### src/core/hude_consts.vh
// Notes on behaviour
// Host storage byte at 07H, core reads F7H.
// Storage byte writes never interrupt the core.
// Divisor select maps offset 00H to low byte.
// Divisor select maps offset 01H to high byte.
// Any host divisor write interrupts the core.
// Master control bits 3-5 configure DMA.
// Bit 5 drives host tx ready low.
// Bit 5 drives core request from tx shadow.
// Bit 4 drives host rx ready low.
// Bit 4 drives core request from rx shadow.
// Single mode: rx request while data present.
// Single mode: tx request while tx empty.
// Multi mode: rx request trigger-set, empty-cleared.
// Multi mode: tx request while not full.
// FIFO control bit 3 selects multi-transfer.
// Core requests follow tx shadow empty and rx shadow present, not the status bits.
// Core requests use undelayed shadow bits.
// Line control bit 7 selects divisor access.
// Tx empty sets on drain, clears on write.
// Data present while receive data waits.
// Core reads have no side effects.
`ifndef HUDE_CONSTS_VH
`define HUDE_CONSTS_VH
`define HUDE_OFS_DATA 3'h0
`define HUDE_OFS_IER 3'h1
`define HUDE_OFS_FCR 3'h2
`define HUDE_OFS_LCR 3'h3
`define HUDE_OFS_LSR 3'h5
`define HUDE_OFS_STORE 3'h7
`define HUDE_CORE_STORE 8'hF7
`define HUDE_CORE_DIV_LO 8'hF8
`define HUDE_CORE_DIV_HI 8'hF9
`define HUDE_CORE_RXDATA 8'hF0
`define HUDE_CORE_LSR 8'hF5
`define HUDE_LCR_DIV_BIT 7
`define HUDE_FCR_MULTI_BIT 3
`define HUDE_MCR_SWAP_BIT 3
`define HUDE_MCR_RXDMA_BIT 4
`define HUDE_MCR_TXDMA_BIT 5
`define HUDE_LSR_DR_BIT 0
`define HUDE_LSR_TX_HOLDING_EMPTY_BIT 5
`define HUDE_RESET_BYTE 8'h00
`endif

### src/core/hude_fifo.v
`timescale 1ns/1ps
`default_nettype none
module hude_fifo #(
  parameter WIDTH = 8,
  parameter DEPTH_LOG2 = 4
) (
  input wire core_clk_in,
  input wire rst_n_in,
  input wire in_valid_in,
  output wire in_ready_out,
  input wire [WIDTH-1:0] in_data_in,
  output wire out_valid_out,
  input wire out_ready_in,
  output wire [WIDTH-1:0] out_data_out,
  output wire [DEPTH_LOG2:0] level_out
);
  localparam DEPTH = 1 << DEPTH_LOG2;
  reg [WIDTH-1:0] mem [0:DEPTH-1];
  reg [DEPTH_LOG2:0] wr_ptr;
  reg [DEPTH_LOG2:0] rd_ptr;
  wire push;
  wire pop;
  assign level_out = wr_ptr - rd_ptr;
  // The level reaches its top bit only when all entries are in use.
  assign in_ready_out = !level_out[DEPTH_LOG2];
  assign out_valid_out = (wr_ptr != rd_ptr);
  assign out_data_out = mem[rd_ptr[DEPTH_LOG2-1:0]];
  assign push = in_valid_in && in_ready_out;
  assign pop = out_valid_out && out_ready_in;
  always @(posedge core_clk_in)
  begin
    if (push)
      mem[wr_ptr[DEPTH_LOG2-1:0]] <= in_data_in;
  end
  always @(posedge core_clk_in or negedge rst_n_in)
  begin
    if (!rst_n_in)
    begin
      wr_ptr <= {(DEPTH_LOG2+1){1'b0}};
      rd_ptr <= {(DEPTH_LOG2+1){1'b0}};
    end
    else
    begin
      if (push)
        wr_ptr <= wr_ptr + 1'b1;
      if (pop)
        rd_ptr <= rd_ptr + 1'b1;
    end
  end
endmodule
`default_nettype wire

### src/core/hude_dma_req.v
`timescale 1ns/1ps
`default_nettype none
`include "hude_consts.vh"
module hude_dma_req (
  input wire core_clk_in,
  input wire rst_n_in,
  input wire [7:0] master_ctrl_in,
  input wire multi_mode_in,
  input wire tx_holding_empty_in,
  input wire tx_shadow_empty_in,
  input wire tx_not_full_in,
  input wire rx_data_present_in,
  input wire rx_shadow_present_in,
  input wire rx_at_trigger_in,
  input wire core_dma_request0_n_in,
  input wire core_dma_request1_n_in,
  output wire host_tx_dma_ready_n_out,
  output wire host_rx_dma_ready_n_out,
  output wire core_dma_request0_n_out,
  output wire core_dma_request1_n_out
);
  reg rx_multi_req;
  wire tx_en;
  wire rx_en;
  wire swap;
  wire tx_req;
  wire rx_req;
  assign tx_en = master_ctrl_in[`HUDE_MCR_TXDMA_BIT];
  assign rx_en = master_ctrl_in[`HUDE_MCR_RXDMA_BIT];
  assign swap = master_ctrl_in[`HUDE_MCR_SWAP_BIT];
  always @(posedge core_clk_in or negedge rst_n_in)
  begin
    if (!rst_n_in)
      rx_multi_req <= 1'b0;
    else if (!rx_shadow_present_in)
      rx_multi_req <= 1'b0;
    else if (rx_at_trigger_in)
      rx_multi_req <= 1'b1;
  end
  // Single mode follows plain status, multi mode the FIFO thresholds.
  // The multi rx request drops in the very cycle the receive FIFO empties.
  assign tx_req = multi_mode_in ? tx_not_full_in :
    tx_holding_empty_in;
  assign rx_req = multi_mode_in ?
    ((rx_multi_req || rx_at_trigger_in) && rx_shadow_present_in) :
    rx_data_present_in;
  assign host_tx_dma_ready_n_out = tx_en ? ~tx_req : 1'b1;
  assign host_rx_dma_ready_n_out = rx_en ? ~rx_req : 1'b1;
  // Core requests use the undelayed shadow bits and override the pins.
  assign core_dma_request0_n_out =
    (tx_en && swap) ? ~tx_shadow_empty_in :
    (rx_en && !swap) ? ~rx_shadow_present_in :
    core_dma_request0_n_in;
  assign core_dma_request1_n_out =
    (tx_en && !swap) ? ~tx_shadow_empty_in :
    (rx_en && swap) ? ~rx_shadow_present_in :
    core_dma_request1_n_in;
endmodule
`default_nettype wire

### src/core/hude_top.v
`timescale 1ns/1ps
`default_nettype none
`include "hude_consts.vh"
module hude_top #(
  parameter RX_TRIGGER = 5'h08
) (
  input wire core_clk_in,
  input wire rst_n_in,
  input wire [2:0] host_addr_in,
  input wire host_wr_in,
  input wire host_rd_in,
  input wire [7:0] host_wdata_in,
  output reg [7:0] host_rdata_out,
  input wire [7:0] core_addr_in,
  input wire core_rd_in,
  input wire core_wr_in,
  input wire [7:0] core_wdata_in,
  output reg [7:0] core_rdata_out,
  output reg core_divisor_irq_out,
  input wire core_irq_ack_in,
  input wire [7:0] master_ctrl_in,
  input wire tx_delay_done_in,
  input wire rx_delay_done_in,
  output wire core_tx_valid_out,
  input wire core_tx_ready_in,
  output wire [7:0] core_tx_data_out,
  input wire core_dma_request0_n_in,
  input wire core_dma_request1_n_in,
  output wire host_tx_dma_ready_n_out,
  output wire host_rx_dma_ready_n_out,
  output wire core_dma_request0_n_out,
  output wire core_dma_request1_n_out
);
  reg [7:0] host_storage_byte;
  reg [7:0] baud_divisor_low;
  reg [7:0] baud_divisor_high;
  reg [7:0] line_ctrl;
  reg [7:0] fifo_control_reg;
  reg [7:0] int_enable;
  reg tx_holding_empty;
  reg rx_data_present;
  reg [1:0] req0_sync;
  reg [1:0] req1_sync;
  wire div_sel;
  wire host_data_wr;
  wire host_data_rd;
  wire div_wr;
  wire tx_in_ready;
  wire rx_valid;
  wire [7:0] rx_data;
  wire [4:0] rx_level;
  wire rx_push;
  wire rx_pop;
  wire tx_shadow_empty;
  wire rx_shadow_present;
  assign div_sel = line_ctrl[`HUDE_LCR_DIV_BIT];
  assign host_data_wr = host_wr_in && !div_sel &&
    host_addr_in == `HUDE_OFS_DATA;
  assign host_data_rd = host_rd_in && !div_sel &&
    host_addr_in == `HUDE_OFS_DATA;
  assign div_wr = host_wr_in && div_sel &&
    (host_addr_in == `HUDE_OFS_DATA || host_addr_in == `HUDE_OFS_IER);
  assign rx_push = core_wr_in && core_addr_in == `HUDE_CORE_RXDATA;
  assign rx_pop = host_data_rd && rx_valid;
  // Transmit path: host writes fill the FIFO, the core drains it.
  hude_fifo #(
    .WIDTH(8),
    .DEPTH_LOG2(4)
  ) tx_fifo (
    .core_clk_in(core_clk_in),
    .rst_n_in(rst_n_in),
    .in_valid_in(host_data_wr),
    .in_ready_out(tx_in_ready),
    .in_data_in(host_wdata_in),
    .out_valid_out(core_tx_valid_out),
    .out_ready_in(core_tx_ready_in),
    .out_data_out(core_tx_data_out),
    .level_out()
  );
  // Receive path: the core fills the FIFO, the host reads it out.
  hude_fifo #(
    .WIDTH(8),
    .DEPTH_LOG2(4)
  ) rx_fifo (
    .core_clk_in(core_clk_in),
    .rst_n_in(rst_n_in),
    .in_valid_in(rx_push),
    .in_ready_out(),
    .in_data_in(core_wdata_in),
    .out_valid_out(rx_valid),
    .out_ready_in(host_data_rd),
    .out_data_out(rx_data),
    .level_out(rx_level)
  );
  assign tx_shadow_empty = !core_tx_valid_out;
  assign rx_shadow_present = rx_valid;
  always @(posedge core_clk_in or negedge rst_n_in)
  begin
    if (!rst_n_in)
    begin
      host_storage_byte <= `HUDE_RESET_BYTE;
      baud_divisor_low <= `HUDE_RESET_BYTE;
      baud_divisor_high <= `HUDE_RESET_BYTE;
      line_ctrl <= `HUDE_RESET_BYTE;
      fifo_control_reg <= `HUDE_RESET_BYTE;
      int_enable <= `HUDE_RESET_BYTE;
    end
    else if (host_wr_in)
    begin
      case (host_addr_in)
        `HUDE_OFS_STORE:
          host_storage_byte <= host_wdata_in;
        `HUDE_OFS_DATA:
          if (div_sel)
            baud_divisor_low <= host_wdata_in;
        `HUDE_OFS_IER:
          if (div_sel)
            baud_divisor_high <= host_wdata_in;
          else
            int_enable <= {4'h0, host_wdata_in[3:0]};
        `HUDE_OFS_FCR:
          fifo_control_reg <= host_wdata_in;
        `HUDE_OFS_LCR:
          line_ctrl <= host_wdata_in;
        default:
          line_ctrl <= line_ctrl;
      endcase
    end
  end
  // A divisor write sets the core interrupt; it beats a same-cycle ack.
  always @(posedge core_clk_in or negedge rst_n_in)
  begin
    if (!rst_n_in)
      core_divisor_irq_out <= 1'b0;
    else if (div_wr)
      core_divisor_irq_out <= 1'b1;
    else if (core_irq_ack_in)
      core_divisor_irq_out <= 1'b0;
  end
  // Host-visible status bits set after the shadows only once the optional delay timers are done; they clear without delay.
  always @(posedge core_clk_in or negedge rst_n_in)
  begin
    if (!rst_n_in)
    begin
      tx_holding_empty <= 1'b1;
      rx_data_present <= 1'b0;
    end
    else
    begin
      if (host_data_wr)
        tx_holding_empty <= 1'b0;
      else if (tx_shadow_empty && tx_delay_done_in)
        tx_holding_empty <= 1'b1;
      if (!rx_valid || (rx_pop && !rx_push && rx_level == 5'h01))
        rx_data_present <= 1'b0;
      else if (rx_delay_done_in)
        rx_data_present <= 1'b1;
    end
  end
  always @(posedge core_clk_in or negedge rst_n_in)
  begin
    if (!rst_n_in)
    begin
      req0_sync <= 2'b11;
      req1_sync <= 2'b11;
    end
    else
    begin
      req0_sync <= {req0_sync[0], core_dma_request0_n_in};
      req1_sync <= {req1_sync[0], core_dma_request1_n_in};
    end
  end
  hude_dma_req dma (
    .core_clk_in(core_clk_in),
    .rst_n_in(rst_n_in),
    .master_ctrl_in(master_ctrl_in),
    .multi_mode_in(fifo_control_reg[`HUDE_FCR_MULTI_BIT]),
    .tx_holding_empty_in(tx_holding_empty),
    .tx_shadow_empty_in(tx_shadow_empty),
    .tx_not_full_in(tx_in_ready),
    .rx_data_present_in(rx_data_present),
    .rx_shadow_present_in(rx_shadow_present),
    .rx_at_trigger_in(rx_level >= RX_TRIGGER),
    .core_dma_request0_n_in(req0_sync[1]),
    .core_dma_request1_n_in(req1_sync[1]),
    .host_tx_dma_ready_n_out(host_tx_dma_ready_n_out),
    .host_rx_dma_ready_n_out(host_rx_dma_ready_n_out),
    .core_dma_request0_n_out(core_dma_request0_n_out),
    .core_dma_request1_n_out(core_dma_request1_n_out)
  );
  always @(posedge core_clk_in or negedge rst_n_in)
  begin
    if (!rst_n_in)
      host_rdata_out <= `HUDE_RESET_BYTE;
    else if (host_rd_in)
    begin
      case (host_addr_in)
        `HUDE_OFS_DATA:
          host_rdata_out <= div_sel ? baud_divisor_low : rx_data;
        `HUDE_OFS_IER:
          host_rdata_out <= div_sel ? baud_divisor_high : int_enable;
        `HUDE_OFS_LCR:
          host_rdata_out <= line_ctrl;
        `HUDE_OFS_LSR:
          host_rdata_out <= {2'b00, tx_holding_empty, 4'h0, rx_data_present};
        `HUDE_OFS_STORE:
          host_rdata_out <= host_storage_byte;
        default:
          host_rdata_out <= 8'h00;
      endcase
    end
  end
  // Core reads only copy state out; nothing is cleared by them.
  always @(posedge core_clk_in or negedge rst_n_in)
  begin
    if (!rst_n_in)
      core_rdata_out <= `HUDE_RESET_BYTE;
    else if (core_rd_in)
    begin
      case (core_addr_in)
        `HUDE_CORE_STORE:
          core_rdata_out <= host_storage_byte;
        `HUDE_CORE_DIV_LO:
          core_rdata_out <= baud_divisor_low;
        `HUDE_CORE_DIV_HI:
          core_rdata_out <= baud_divisor_high;
        `HUDE_CORE_LSR:
          core_rdata_out <= {2'b00, tx_shadow_empty, 4'h0, rx_shadow_present};
        default:
          core_rdata_out <= 8'h00;
      endcase
    end
  end
endmodule
`default_nettype wire

### config.mk
export PLATFORM = sky130hd
export DESIGN_NAME = hude_top
export DESIGN_NICKNAME = d
export VERILOG_FILES = /design/src/core/hude_fifo.v /design/src/core/hude_dma_req.v /design/src/core/hude_top.v
export VERILOG_INCLUDE_DIRS = /design/src /design/src/core
export SDC_FILE = /design/constraint.sdc
export NUM_CORES = 1
export LEC_CHECK = 0
export BUFFER_PORTS_ARGS = -buffer_cell sky130_fd_sc_hd__buf_2
export CAP_MARGIN = 20
export CORE_ASPECT_RATIO = 0.8
export CORE_MARGIN = 3
export CORE_UTILIZATION = 35
export DETAILED_ROUTE_END_ITERATION = 10
export HOLD_SLACK_MARGIN = 0.06
export PLACE_DENSITY = 0.62
export RECOVER_POWER = 25
export SYNTH_ARGS = -nofsm -noshare
export SYNTH_HDL_FRONTEND = slang
export SYNTH_SLANG_ARGS = --single-unit
### constraint.sdc
create_clock -name core_clk_in -period 6.4 [get_ports core_clk_in]
set_input_delay 0.96 -clock core_clk_in [delete_from_list [all_inputs] [get_ports core_clk_in]]
set_output_delay 0.96 -clock core_clk_in [all_outputs]
set_load 0.01 [all_outputs]
Yosys cells after proc, flatten, opt, wreduce, memory -nomap -nowiden
Memory sizes are Yosys's and may differ from the RTL's.
Cells that the tools add are included.
{ "totals": {"n_memories": 2, "ram_bits": 256, "output_inout_bits": 30, "register_bits": 84} }
{ "classes": {"n_eq_ne": 14, "reduce_logical": 39, "order_cmp": 1, "bitwise": 4, "muxes": 24, "addsub": 6} }
{ "memory_table": {"columns": ["memory", "words", "word_bits", "rd", "rd_clocked_by_memory_dff", "wr", "line", "rtl"], "rows": [
  ["rx_fifo.mem", 16, 8, 1, 0, 1, "hude_fifo.v:18", "reg [WIDTH-1:0] mem [0:DEPTH-1];"],
  ["tx_fifo.mem", 16, 8, 1, 0, 1, "hude_fifo.v:18", null]
]} }
{ "op_table": {"columns": ["op", "count"], "rows": [
  ["$eq 8x8->1 const B", 5],
  ["$pmux 8 s5", 1],
  ["$pmux 8 s4", 1],
  ["$add 5x1->5 const B", 4],
  ["$mux 1", 20],
  ["$logic_and 1x1->1", 19],
  ["$mux 8", 2],
  ["$ne 5x5->1", 2],
  ["$sub 5x5->5", 2],
  ["$reduce_and 3->1", 3],
  ["$logic_not 1->1", 7],
  ["$eq 3x2->1 const B", 2],
  ["$eq 3x3->1 const B", 2],
  ["$reduce_and 2->1", 3],
  ["$reduce_bool 2->1", 3],
  ["$eq 5x1->1 const B", 1],
  ["$ge 5x4->1 const B", 1],
  ["$not 1->1", 4],
  ["$eq 3x1->1 const B", 1],
  ["$logic_not 3->1", 1],
  ["$logic_or 1x1->1", 3],
  ["$ne 2x2->1 const B", 1]
]} }

Depth between registers and ports, before layout
Gate-level depths: netlist (run 1).
{ "depth": {"ltp_word": 8, "depth_mapped": 11} }

Modules after synthesis
Synthesis (run 1) repeated with hierarchy kept, for this count alone.
{ "unflattened": {"hier_cells": 848, "area_unflattened_um2": 14323.7} }
{ "modules_own_cells": {"columns": ["module", "cells_each", "instances", "area_each_um2"], "rows": [
  ["hude_fifo (rx_fifo)", 287, 1, 5652.9],
  ["hude_fifo (tx_fifo)", 290, 1, 5617.9],
  ["hude_top", 257, 1, 2941.6],
  ["hude_dma_req", 14, 1, 111.4]
]} }

Worst setup path before layout (run 1)
OpenSTA, ideal clock, no wires.
{ "synth_path": {"path_kind": "reg-to-reg", "start": "reg tx_fifo.rd_ptr[1]", "end": "mem tx_fifo.mem[10][0] (enable)", "path_stages_with_launch": 11, "setup_ns": 0.398, "t_arrival_ns": 3.112, "setup_slack_ns": 2.890, "path_buffers": 3, "t_required_ns": 6.002, "synth_period_minus_slack_ns": 3.510, "path_cell_list": "dfrtp_1 -> clkbuf_1 -> buf_1 -> inv_1 -> ha_1 -> nor2b_1 -> o211ai_1 -> nand3_1 -> and2_1 -> clkbuf_1 -> nor4b_1"} }
{ "synth_via": {"elab_chain_cells": 5} }
{ "synth_rtl": {"columns": ["item", "line", "rtl"], "rows": [
  ["from (decl)", "hude_fifo.v:20", "reg [DEPTH_LOG2:0] rd_ptr;"],
  ["from (signal assigned)", "hude_fifo.v:40", "rd_ptr <= {(DEPTH_LOG2+1){1'b0}};"],
  ["from (signal assigned)", "hude_fifo.v:47", "rd_ptr <= rd_ptr + 1'b1;"],
  ["$sub 5x5->5", "hude_fifo.v:23", "assign level_out = wr_ptr - rd_ptr;"],
  ["$logic_not 1->1", "hude_fifo.v:25", "assign in_ready_out = !level_out[DEPTH_LOG2];"],
  ["$logic_and 1x1->1", "hude_fifo.v:28", "assign push = in_valid_in && in_ready_out;"],
  ["$mux 1", "hude_fifo.v:32", "if (push)"],
  ["$mux 1 (not written as such)", "hude_fifo.v:33", "mem[wr_ptr[DEPTH_LOG2-1:0]] <= in_data_in;"],
  ["to (decl)", "hude_fifo.v:18", null]
]} }
No other way between the ends.

Worst setup path after layout (run 1)
{ "layout_path": {"start": "reg tx_fifo.rd_ptr[0]", "end": "out core_tx_data_out[7]"} }
{ "layout_via": {"elab_chain_cells": 1} }
{ "layout_rtl": {"columns": ["item", "line", "rtl"], "rows": [
  ["$mem_v2 16x8", null, null],
  ["to (decl)", "hude_top.v:26", "output wire [7:0] core_tx_data_out,"]
]} }
No other way between the ends.

==> summary.json, run 1 <==
{
  "gr-total-overflow": 0,
  "netlist.top_cell.by_area": "sky130_fd_sc_hd__edfxtp_1",
  "drt-pass1-iter-count": 5,
  "min-delay-start": "req0_sync[0]$_DFF_PN1_",
  "finalWirelength_mm": 31.2,
  "synth_ff_type": "sky130_fd_sc_hd__edfxtp_1",
  "critPathMaxFanout": 19,
  "syn-cell-area_um2": 14200,
  "cts_htree_levels": 2,
  "die_x_um": 231,
  "drc": 0,
  "leakagePower_nw": 5.68,
  "cts-resized-gates": 0,
  "outcome": "complete, no violations",
  "postCtsSetupBuffers": 0,
  "setup-tns-final_ps": 0,
  "cts_buffers": 34,
  "hold_class": "reg -> reg",
  "critical_path.max_stage_delay_ps": 780,
  "transition_time_of_the_tightest_slew_check_pin_ps": 1090,
  "die_area_um2": 43000,
  "clk_latency_ps": 520,
  "core-area_um2": 39800,
  "critical_path.most_common_cell": "sky130_fd_sc_hd__mux4_2",
  "grt_setup_unrepaired": "no",
  "netlist-cell-type-count": 62,
  "timing.critical_path.to_type": "output pin",
  "first_global_vias": 7732,
  "die_h_um": 186,
  "timing_worst_setup_path_type": "reg -> out",
  "ratio_of_cells_with_drive_above_1_in_the_final_layout": 0.267,
  "start_util": 0.357,
  "track_usage": 0.147,
  "total_power_mw": 6.06,
  "worstRegToRegCells": 8,
  "report.final.setup_viol": 0,
  "peak_clock_frequency_supported_by_timing_ghz": 0.250,
  "vdd_drop_max_v": 0.000232,
  "cts.root.buffer_cell": "sky130_fd_sc_hd__clkbuf_16",
  "clockBufferDepth": 3,
  "placedInstanceArea_um2": 15200,
  "area_of_the_multi_input_gates_um2": 4190,
  "ys_warns": 0,
  "worst_path_cell_chain": "buf_4 -> mux4_2 -> mux4_2 -> buf_2",
  "max_slew_headroom_at_the_worst_pin": 0.276,
  "num-nets-final": 969,
  "critical_path.top_delay_family": "multiplexers",
  "met3_track_demand_over_resource_in_global_routing": 0.0291,
  "critPathSlowestCell": "sky130_fd_sc_hd__dfrtp_2",
  "finClkSkew_ps": 16.1,
  "dp.final_hpwl_mm": 20.1,
  "layout.core_utilization": 0.409,
  "avgSynthCellArea_um2": 17.4,
  "finalMaxSlewViolations": 0,
  "synth_largest_type_area_fraction": 0.541,
  "hold_buffers": 0,
  "n_fill_cell": 3565,
  "async_reset_ff_frac": 0.240,
  "timing.hold.worst_path_depth": 0,
  "period_minus_slack_ps": 4000,
  "routed_wire_length_per_instance_um": 21.3,
  "postSynthNetCount": 881,
  "postLayoutSetupSlackWorst_ps": 2400,
  "ff_latch_area_um2": 9720,
  "timing.critical_path.arrival_ps": 3040,
  "largest_net_degree_at_the_start_of_global_routing": 72,
  "synth-edff-count": 256,
  "std_cell_rows": 65,
  "finish.instance_area_um2": 16300,
  "cp-start-kind": "register",
  "grt_most_used_layer": "met2",
  "use_met1": 0.213,
  "clk_transition_reported_paths_ps": 60,
  "rr_startpoint": "rx_fifo.rd_ptr[1]$_DFFE_PN0N_",
  "cellPowerDensity_nw_per_um2": 372,
  "worst_r2r_endpoint": "rx_fifo.mem[12][2]$_DFFE_PP_",
  "place_inst": 1401,
  "cp_num_buf_inv": 2,
  "antennaDiodeCount": 0,
  "vias": 7574,
  "timing.hold.ws_ps": 354,
  "gr-usage-met2": 0.227,
  "io_pins": 77,
  "detailedRoute.firstIterationViolations": 642,
  "gp_routability_congestion": 0.764,
  "synth_seq_cells": 337,
  "syn2layout_area_growth_pct": 14.6,
  "fin_cells": 1464,
  "drt-vias-per-instance": 5.17,
  "min_period_over_period": 0.625,
  "postSynthCellCount": 815,
  "antenna_found_initial": 0,
  "worst_ep_required_time_ps": 5440,
  "rrSetupSlack_ps": 2750,
  "report.final.hold_viol_count": 0,
  "wire_length_of_the_first_global_routing_pass_mm": 48.0,
  "cts_tree": "done",
  "ant_nets": 0,
  "synth_top_cells_by_area": "sky130_fd_sc_hd__edfxtp_1 54%, sky130_fd_sc_hd__dfrtp_1 13%, sky130_fd_sc_hd__mux4_2 9.5%, sky130_fd_sc_hd__mux2_2 3.1%, sky130_fd_sc_hd__mux2i_1 2.2%",
  "hold-path-endpoint": "req0_sync[1]$_DFF_PN1_",
  "numClockSinks": 337,
  "dpl_worst_slack_ps": 2690,
  "maxCapViolCount": 0,
  "synth_sequential_area_ratio": 0.684,
  "portBuffers": 71
}
==> logic make-up after synthesis <==
kind of cell / after synthesis / synth area share
muxes: 146 / 0.165
xor gates and xnor gates: 21 / 0.0129
AOI/OAI and AO/OA: 92 / 0.0449
adders and majority gates: 19 / 0.0173
DFF: 337 / 0.684
and+or+nand+nor: 130 / 0.0526
buffers and inverters: 70 / 0.0231
==> how the worst max path moves through the flow <==
stage | startpoint | endpoint | slack [ps] | cells after the start
2_1_floorplan | tx_fifo.rd_ptr[1]$_DFFE_PN0P_ | tx_fifo.mem[10][0]$_DFFE_PP_ | 2890 | 10
4_1_cts | tx_fifo.rd_ptr[0]$_DFFE_PN0P_ | core_tx_data_out[7] | 2300 | 4
6_report | tx_fifo.rd_ptr[0]$_DFFE_PN0P_ | core_tx_data_out[7] | 2400 | 4
3_3_place_gp | rx_fifo.rd_ptr[1]$_DFFE_PN0N_ | rx_fifo.mem[12][3]$_DFFE_PP_ | 2760 | 8
5_1_grt | rx_fifo.rd_ptr[1]$_DFFE_PN0N_ | host_rx_dma_ready_n_out | 2200 | 9
3_5_place_dp | rx_fifo.rd_ptr[1]$_DFFE_PN0N_ | rx_fifo.mem[12][1]$_DFFE_PP_ | 2690 | 8
==> final cells by class <==
cell class | instances | share of cell area
clock buffers | 41 | 0.0578
clock inverters | 20 | 0.00823
inverters | 30 | 0.00692
multi-input cells | 408 | 0.258
flip-flops and latches | 337 | 0.598
well taps | 536 | 0.0412
repair buffers | 92 | 0.0306
==> metal layers <==
metal | wire length, µm | share of wire
met5 | 0 | 0
met4 | 760 | 0.024
met3 | 1740 | 0.056
met2 | 14200 | 0.45
met1 | 14600 | 0.47
==> power by group <==
part	internal (mW)	switching [mW]	total, mW
Sequential	2.48	0.153	2.63
Clock	1.09	0.823	1.92
Combinational	0.720	0.786	1.51
==> cells in the mapped netlist (5+ instances only) <==
master                      number
sky130_fd_sc_hd__clkbuf_1       13
sky130_fd_sc_hd__dfrtp_1        76
sky130_fd_sc_hd__dfstp_2         5
sky130_fd_sc_hd__mux2_2         39
sky130_fd_sc_hd__nand4_1         9
sky130_fd_sc_hd__o22ai_1        16
sky130_fd_sc_hd__mux4_2         60
sky130_fd_sc_hd__nor4_1          9
sky130_fd_sc_hd__nor2_1         26
sky130_fd_sc_hd__edfxtp_1      256
sky130_fd_sc_hd__inv_1          26
sky130_fd_sc_hd__nand3b_1        6
sky130_fd_sc_hd__mux2_1         12
sky130_fd_sc_hd__mux2i_1        31
sky130_fd_sc_hd__nor4b_1         7
sky130_fd_sc_hd__a21oi_1        11
sky130_fd_sc_hd__a22oi_1         9
sky130_fd_sc_hd__nor2b_1        11
sky130_fd_sc_hd__ha_1           18
sky130_fd_sc_hd__o31ai_1         8
sky130_fd_sc_hd__o21ai_0        15
sky130_fd_sc_hd__a2111oi_1       8
sky130_fd_sc_hd__nand3_1        11
sky130_fd_sc_hd__and3_1          5
sky130_fd_sc_hd__o211ai_1        5
sky130_fd_sc_hd__buf_2          12
sky130_fd_sc_hd__buf_1           7
sky130_fd_sc_hd__xnor2_1        12
sky130_fd_sc_hd__xor2_1          9
sky130_fd_sc_hd__nor3_1          5
sky130_fd_sc_hd__nand2_1        21
sky130_fd_sc_hd__nand2b_1        5
==> worst register-to-register path: stages, from the launching register on <==
cell,delay [ps]
sky130_fd_sc_hd__dfrtp_2,340
sky130_fd_sc_hd__buf_4,580
sky130_fd_sc_hd__inv_1,230
sky130_fd_sc_hd__fa_1,490
sky130_fd_sc_hd__nand3_1,110
sky130_fd_sc_hd__nand3_1,90
sky130_fd_sc_hd__a21o_1,370
sky130_fd_sc_hd__or3_1,420
sky130_fd_sc_hd__nor2_1,640
==> cells in the final DEF, fill, tap and decap left out, drive strengths merged, types with 4 or more instances in the layout <==
cell     count
nand3b       6
nor4        11
clkinv      19
and4         4
mux2        51
o22ai       16
a22oi        9
clkbuf      54
nor2        27
nor3         5
ha          18
xnor2       12
mux4        64
and3         5
o211ai       5
buf         79
nand2       21
a21oi       11
inv         28
nand3       12
o31ai        8
nor4b        7
a2111oi      8
xor2         9
mux2i       31
nand4        9
dfrtp       76
nand2b       5
dfstp        5
nor2b       11
o21ai       17
edfxtp     256
Power figures use the tool's default switching activity.
==> run 2: changes to the inputs <==
Settings changed: ABC_AREA from default to 1.
Clock period 6.4 ns to 3.8 ns, I/O delays scaled along.
==> run 2 against run 1 <==
Net effect:
- synthesized area rose by 2.3%
- critical path depth rose by 10
- die area rose by 2.3%
- register-to-register slack got worse by 2200 ps
- combinational power rose by 110%
- sequential share of layout area fell by 1.8 points
- first-iteration DRC count rose by 36%
- count of clock-buffer cells in the layout rose by 1
- largest power group unchanged
==> summary.json, run 2 <==
{
  "fin_cells": 2053,
  "async_reset_ff_frac": 0.240,
  "finalMaxSlewViolations": 0,
  "cts_tree": "done",
  "die_x_um": 234,
  "finClkSkew_ps": 15.0,
  "critPathMaxFanout": 4,
  "ant_nets": 0,
  "drt-vias-per-instance": 4.95,
  "std_cell_rows": 66,
  "clockBufferDepth": 3,
  "gr-total-overflow": 0,
  "cts.root.buffer_cell": "sky130_fd_sc_hd__clkbuf_16",
  "leakagePower_nw": 6.73,
  "antenna_found_initial": 2,
  "synth_most_common_cell": "sky130_fd_sc_hd__nand2_1",
  "maxCapViolCount": 0,
  "report.final.setup_viol": 0,
  "critPathSlowestCell": "sky130_fd_sc_hd__fa_1",
  "timing_worst_setup_path_type": "reg -> out",
  "max_slew_headroom_at_the_worst_pin": 0.401,
  "netlist_top_cells_count": "388 x sky130_fd_sc_hd__nand2_1, 256 x sky130_fd_sc_hd__edfxtp_1, 172 x sky130_fd_sc_hd__nor2_1",
  "die_area_um2": 44000,
  "min_period_over_period": 0.893,
  "critical_path.most_common_cell": "sky130_fd_sc_hd__nand2_1",
  "gp_routability_congestion": 0.869,
  "worst_ep_required_time_ps": 3230,
  "core-area_um2": 40800,
  "portBuffers": 71,
  "vdd_drop_max_v": 0.000332,
  "postLayoutSetupSlackWorst_ps": 406,
  "critical_path.max_stage_delay_ps": 460,
  "largest_net_degree_at_the_start_of_global_routing": 69,
  "grt_setup_unrepaired": "no",
  "die_h_um": 188,
  "netlist-cell-type-count": 35,
  "wire_length_of_the_first_global_routing_pass_mm": 56.8,
  "vias": 10161,
  "layout.cells.most_common": "sky130_fd_sc_hd__nand2_1",
  "place_inst": 1984,
  "cts_buffers": 37,
  "drt-pass1-iter-count": 5,
  "antennaDiodeCount": 0,
  "detailedRoute.firstIterationViolations": 871,
  "synth_sequential_area_ratio": 0.669,
  "postSynthCellCount": 1387,
  "synth_top_cells_by_area": "sky130_fd_sc_hd__edfxtp_1 53%, sky130_fd_sc_hd__dfrtp_1 13%, sky130_fd_sc_hd__nand2_1 10%, sky130_fd_sc_hd__nor2_1 4.4%, sky130_fd_sc_hd__o21ai_0 4.1%",
  "first_global_vias": 9830,
  "postSynthNetCount": 1453,
  "cts_htree_levels": 2,
  "synth-edff-count": 256,
  "setup-tns-final_ps": 0,
  "avgSynthCellArea_um2": 10.5,
  "timing.critical_path.to_type": "output pin",
  "numClockSinks": 337,
  "period_minus_slack_ps": 3390,
  "outcome": "complete, no violations",
  "worst_path_cell_chain": "inv_1 -> ha_1 -> inv_1 -> fa_1 -> nand3_1 -> nand2_1 -> xnor2_2 -> inv_2 -> nor2_1 -> nand2_1 -> nand2_1 -> nand2_1 -> nand2_1 -> buf_2",
  "routed_wire_length_per_instance_um": 17.8,
  "clk_transition_reported_paths_ps": 60,
  "report.final.hold_viol_count": 0,
  "cp-start-kind": "register",
  "dp.final_hpwl_mm": 24.1,
  "critical_path.top_delay_family": "adder cells",
  "clk_latency_ps": 550,
  "start_util": 0.356,
  "hold_class": "in -> reg",
  "timing.hold.ws_ps": 122,
  "syn2layout_area_growth_pct": 15.5,
  "peak_clock_frequency_supported_by_timing_ghz": 0.295,
  "total_power_mw": 11.2,
  "num-nets-final": 1546,
  "ratio_of_cells_with_drive_above_1_in_the_final_layout": 0.115,
  "synth_ff_type": "sky130_fd_sc_hd__edfxtp_1",
  "transition_time_of_the_tightest_slew_check_pin_ps": 899,
  "finalWirelength_mm": 36.6,
  "io_pins": 77,
  "track_usage": 0.168,
  "timing.critical_path.arrival_ps": 2820,
  "cp_num_buf_inv": 4,
  "cellPowerDensity_nw_per_um2": 665,
  "syn-cell-area_um2": 14500,
  "netlist.top_cell.by_area": "sky130_fd_sc_hd__edfxtp_1",
  "synth_seq_cells": 337,
  "top_library_cells_by_usage_in_the_layout_fill_and_taps_aside": "388 x sky130_fd_sc_hd__nand2_1, 256 x sky130_fd_sc_hd__edfxtp_1, 172 x sky130_fd_sc_hd__nor2_1, 118 x sky130_fd_sc_hd__o21ai_0, 102 x sky130_fd_sc_hd__nand3_1",
  "synth_largest_type_area_fraction": 0.529,
  "drc": 0,
  "dpl_worst_slack_ps": 528,
  "n_fill_cell": 3955,
  "ys_warns": 0
}
==> run 2: cell types whose count changed after synthesis, moves of 12 or more <==
cell                       delta
sky130_fd_sc_hd__nand3_1     +91
sky130_fd_sc_hd__mux2i_1     -31
sky130_fd_sc_hd__mux4_2      -60
sky130_fd_sc_hd__mux2_1      -12
sky130_fd_sc_hd__nor2_1     +146
sky130_fd_sc_hd__nand2_1    +367
sky130_fd_sc_hd__mux2_2      -39
sky130_fd_sc_hd__o21ai_0    +103
sky130_fd_sc_hd__clkbuf_1    +15
sky130_fd_sc_hd__o221ai_1    +12
sky130_fd_sc_hd__inv_1       +53
==> run 2: cells by family (layout without fill, tap and decap cells) <==
group           after synthesis  count (layout)  synth area share
compound gates              191             191            0.0742
xor+xnor                     20              20            0.0126
fa+ha+maj                    19              19            0.0169
buf+inv                     143             265            0.0406
flops                       337             337             0.669
simple gates                677             677             0.187
==> run 2: worst paths after layout <==
kind | depth (start not counted) | from | slack, ps | end
max | 14 | rx_fifo.wr_ptr[0]$_DFFE_PN0P_ | 410 | host_rx_dma_ready_n_out
min | 1 | core_dma_request0_n_in | 120 | req0_sync[0]$_DFF_PN1_
max reg2reg | 11 | tx_fifo.rd_ptr[2]$_DFFE_PN0P_ | 570 | tx_fifo.mem[5][6]$_DFFE_PP_
min reg2reg | 0 | req1_sync[0]$_DFF_PN1_ | 360 | req1_sync[1]$_DFF_PN1_
max in group asynchronous | 3 | rst_n_in | 2530 | tx_fifo.rd_ptr[0]$_DFFE_PN0P_
min in group asynchronous | 2 | rst_n_in | 480 | core_rdata_out[5]$_DFFE_PN0P_
==> run 2: per-stage QoR <==
stage | instance area [µm²] | util
3_5_place_dp | 15600 | 0.382
6_report | 16800 | 0.411
4_1_cts | 16800 | 0.412
5_1_grt | 16800 | 0.411
3_3_place_gp | 15600 | 0.382
2_1_floorplan | 14500 | -
==> run 2: repair_timing <==
item                                   in CTS  in global routing
hold buffers                                1                  0
gates resized for setup                     0                  2
endpoints found under the hold margin      19                  0
setup buffers                               0                  0
setup endpoints to repair                   0                  2
==> run 2: cell type report <==
cell class                 instances  area (µm²)  area share
sequential                       337        9720       0.579
multi-input combinational        907        4220       0.252
timing repair buffer             109         628      0.0374
clock buffer                      42         955      0.0569
tap                              544         681      0.0406
inverter                          88         334      0.0199
clock inverter                    26         240      0.0143
==> run 2: where the power goes <==
| group | total (mW) | internal, mW | switching, mW |
|---|---|---|---|
| registers | 4.46 | 4.19 | 0.267 |
| clock network | 3.55 | 2.04 | 1.51 |
| logic | 3.16 | 0.993 | 2.16 |
==> run 2: per-layer routing <==
| metal | vias to the layer above | global-route usage | wire length, µm |
|---|---|---|---|
| met3 | 62 | 0.0391 | 2720 |
| met4 | 4 | 0.0508 | 865 |
| met1 | 4867 | 0.255 | 17900 |
| li1 | 4899 | - | - |
| met2 | 329 | 0.236 | 15100 |
| met5 | - | 0 | 27 |
==> run 3: changes to the inputs <==
Settings changed: CORE_ASPECT_RATIO 0.8 to default.
==> run 3 against run 2 <==
Net effect:
- first-iteration DRC count grew 11%
- global-route usage shrank 0.57 points
- design area shrank 0.24%
- worst setup slack lost 97 ps
- die area is essentially flat
- critical endpoint unchanged
- largest power group unchanged
- highest routed layer is now met4
==> summary.json, run 3 (synthesis gave the netlist of run 2 again) <==
{
  "outcome": "complete, no violations",
  "timing_worst_setup_path_type": "reg -> out",
  "cellPowerDensity_nw_per_um2": 660,
  "peak_clock_frequency_supported_by_timing_ghz": 0.286,
  "postLayoutSetupSlackWorst_ps": 309,
  "die_x_um": 210,
  "finalWirelength_mm": 35.9,
  "clk_latency_ps": 540,
  "dpl_worst_slack_ps": 695,
  "comb_power_share": 0.291,
  "critical_path.most_common_cell": "sky130_fd_sc_hd__nand2_1",
  "worst_path_cell_chain": "inv_1 -> ha_1 -> inv_1 -> fa_1 -> nand3_1 -> nand2_1 -> xnor2_2 -> inv_2 -> nor2_2 -> nand2_1 -> nand2_1 -> nand2_1 -> nand2_1 -> buf_2",
  "max_slew_headroom_at_the_worst_pin": 0.280,
  "die_h_um": 210,
  "routed_wire_length_per_instance_um": 17.6,
  "clockBufferDepth": 3,
  "first_global_vias": 10043,
  "worstRegToRegCells": 11,
  "maxCapViolCount": 0,
  "std_cell_rows": 74,
  "hold_class": "in -> reg",
  "worst_ep_required_time_ps": 3230,
  "rrSetupSlack_ps": 730,
  "detailedRoute.firstIterationViolations": 970,
  "largest_net_degree_at_the_start_of_global_routing": 82,
  "drc": 0,
  "ratio_of_cells_with_drive_above_1_in_the_final_layout": 0.113,
  "transition_time_of_the_tightest_slew_check_pin_ps": 1070,
  "dp.final_hpwl_mm": 22.8,
  "num-nets-final": 1545,
  "min_period_over_period": 0.919,
  "track_usage": 0.162,
  "cp-start-kind": "register",
  "cts_tree": "done",
  "start_util": 0.355,
  "drt-pass1-iter-count": 6,
  "finish.instance_area_um2": 16700,
  "vias": 10184,
  "timing.hold.ws_ps": 132,
  "worst_r2r_endpoint": "rx_fifo.mem[3][1]$_DFFE_PP_",
  "timing.critical_path.arrival_ps": 2920,
  "period_minus_slack_ps": 3490,
  "top_library_cells_by_usage_in_the_layout_fill_and_taps_aside": "388 x sky130_fd_sc_hd__nand2_1, 256 x sky130_fd_sc_hd__edfxtp_1, 171 x sky130_fd_sc_hd__nor2_1, 118 x sky130_fd_sc_hd__o21ai_0, 102 x sky130_fd_sc_hd__nand3_1",
  "p_int_mw": 7.20,
  "grt_setup_unrepaired": "no",
  "syn2layout_area_growth_pct": 15.2,
  "rr_startpoint": "rx_fifo.wr_ptr[0]$_DFFE_PN0P_",
  "cts.root.buffer_cell": "sky130_fd_sc_hd__clkbuf_16",
  "finalMaxSlewViolations": 0,
  "ant_nets": 0,
  "power.sequential.fraction": 0.398,
  "report.final.hold_viol_count": 0,
  "cts_buffers": 37,
  "min-delay-start": "core_dma_request0_n_in",
  "critPathMaxFanout": 4,
  "antennaDiodeCount": 0,
  "clk_transition_reported_paths_ps": 60,
  "numClockSinks": 337,
  "layout.cells.most_common": "sky130_fd_sc_hd__nand2_1",
  "io_pins": 77,
  "critical_path.max_stage_delay_ps": 460,
  "core-area_um2": 40900,
  "wire_length_of_the_first_global_routing_pass_mm": 56.4,
  "die_area_um2": 44000,
  "antenna_found_initial": 0,
  "gr-total-overflow": 0,
  "critPathSlowestCell": "sky130_fd_sc_hd__fa_1",
  "setup-tns-final_ps": 0,
  "report.final.setup_viol": 0,
  "hold-path-endpoint": "req0_sync[0]$_DFF_PN1_",
  "vdd_drop_max_v": 0.000397,
  "p_switching_mw": 3.84,
  "n_fill_cell": 3880,
  "power.clock.fraction": 0.311,
  "leakagePower_nw": 6.73,
  "finClkSkew_ps": 33.0,
  "timing.hold.worst_path_depth": 1,
  "sw_frac_of_total": 0.348,
  "cts_htree_levels": 2,
  "postCtsSetupBuffers": 0,
  "drt-vias-per-instance": 4.99,
  "gp_routability_congestion": 0.847,
  "timing.critical_path.to_type": "output pin",
  "portBuffers": 71,
  "placedInstanceArea_um2": 15600
}
[run 3: power groups by stage]
stage,registers (mW),clock network (mW),logic (mW)
floorplan,4.41,0,2.25
global placement,4.46,0,3.18
detailed placement,4.47,0,3.23
CTS,4.39,3.51,3.24
global route,4.43,3.67,3.64
finish,4.40,3.43,3.21
[run 3: critical path: cells and delay by family, from the launching register on]
family,cells,cell delay [ps]
XOR/XNOR,1,240
adder cells (fa/ha/maj),2,630
buffers and inverters,4,440
flip-flops,1,410
AND/OR/NAND/NOR,7,640
[run 3: worst max-delay path by stage]
stage	from	to	cells after the start
2_1_floorplan	rx_fifo.rd_ptr[1]$_DFFE_PN0N_	rx_fifo.mem[4][0]$_DFFE_PP_	11
3_3_place_gp	rx_fifo.rd_ptr[2]$_DFFE_PN0N_	rx_fifo.mem[5][6]$_DFFE_PP_	10
3_5_place_dp	rx_fifo.rd_ptr[2]$_DFFE_PN0N_	rx_fifo.mem[5][6]$_DFFE_PP_	10
4_1_cts	rx_fifo.rd_ptr[2]$_DFFE_PN0N_	host_rx_dma_ready_n_out	13
5_1_grt	rx_fifo.wr_ptr[0]$_DFFE_PN0P_	host_rx_dma_ready_n_out	14
6_report	rx_fifo.wr_ptr[0]$_DFFE_PN0P_	host_rx_dma_ready_n_out	14
[run 3: final cells by class]
type                    count  area, µm²  share of cell area
well taps                 532        666              0.0398
clock inverters            16        103             0.00613
flip-flops and latches    337       9720               0.581
repair buffers            108        642              0.0383
inverters                  88        330              0.0197
clock buffers              52       1050              0.0630
multi-input cells         907       4230               0.252
[run 3: what timing repair did]
action                                 CTS  global route
setup endpoints to repair                0             1
endpoints found under the hold margin    0            12
hold buffers                             0             1
resized for setup                        0             2
[run 3: per-layer routing]
layer | vias to the layer above | global-route usage | share of wire
met3 | 60 | 0.0371 | 0.067
met1 | 4905 | 0.223 | 0.45
li1 | 4908 | - | -
met5 | - | 0 | 0
met2 | 311 | 0.256 | 0.46
met4 | 0 | 0.0508 | 0.023
[run 3: metrics by stage]
stage	power, mW	util	instances
after detailed placement	7.69	0.380	1970
final	11.0	0.409	2040
after global routing	11.7	0.409	2040
after CTS	11.1	0.409	2038
after global placement	7.64	0.380	1970
after floorplan	6.66	-	1387
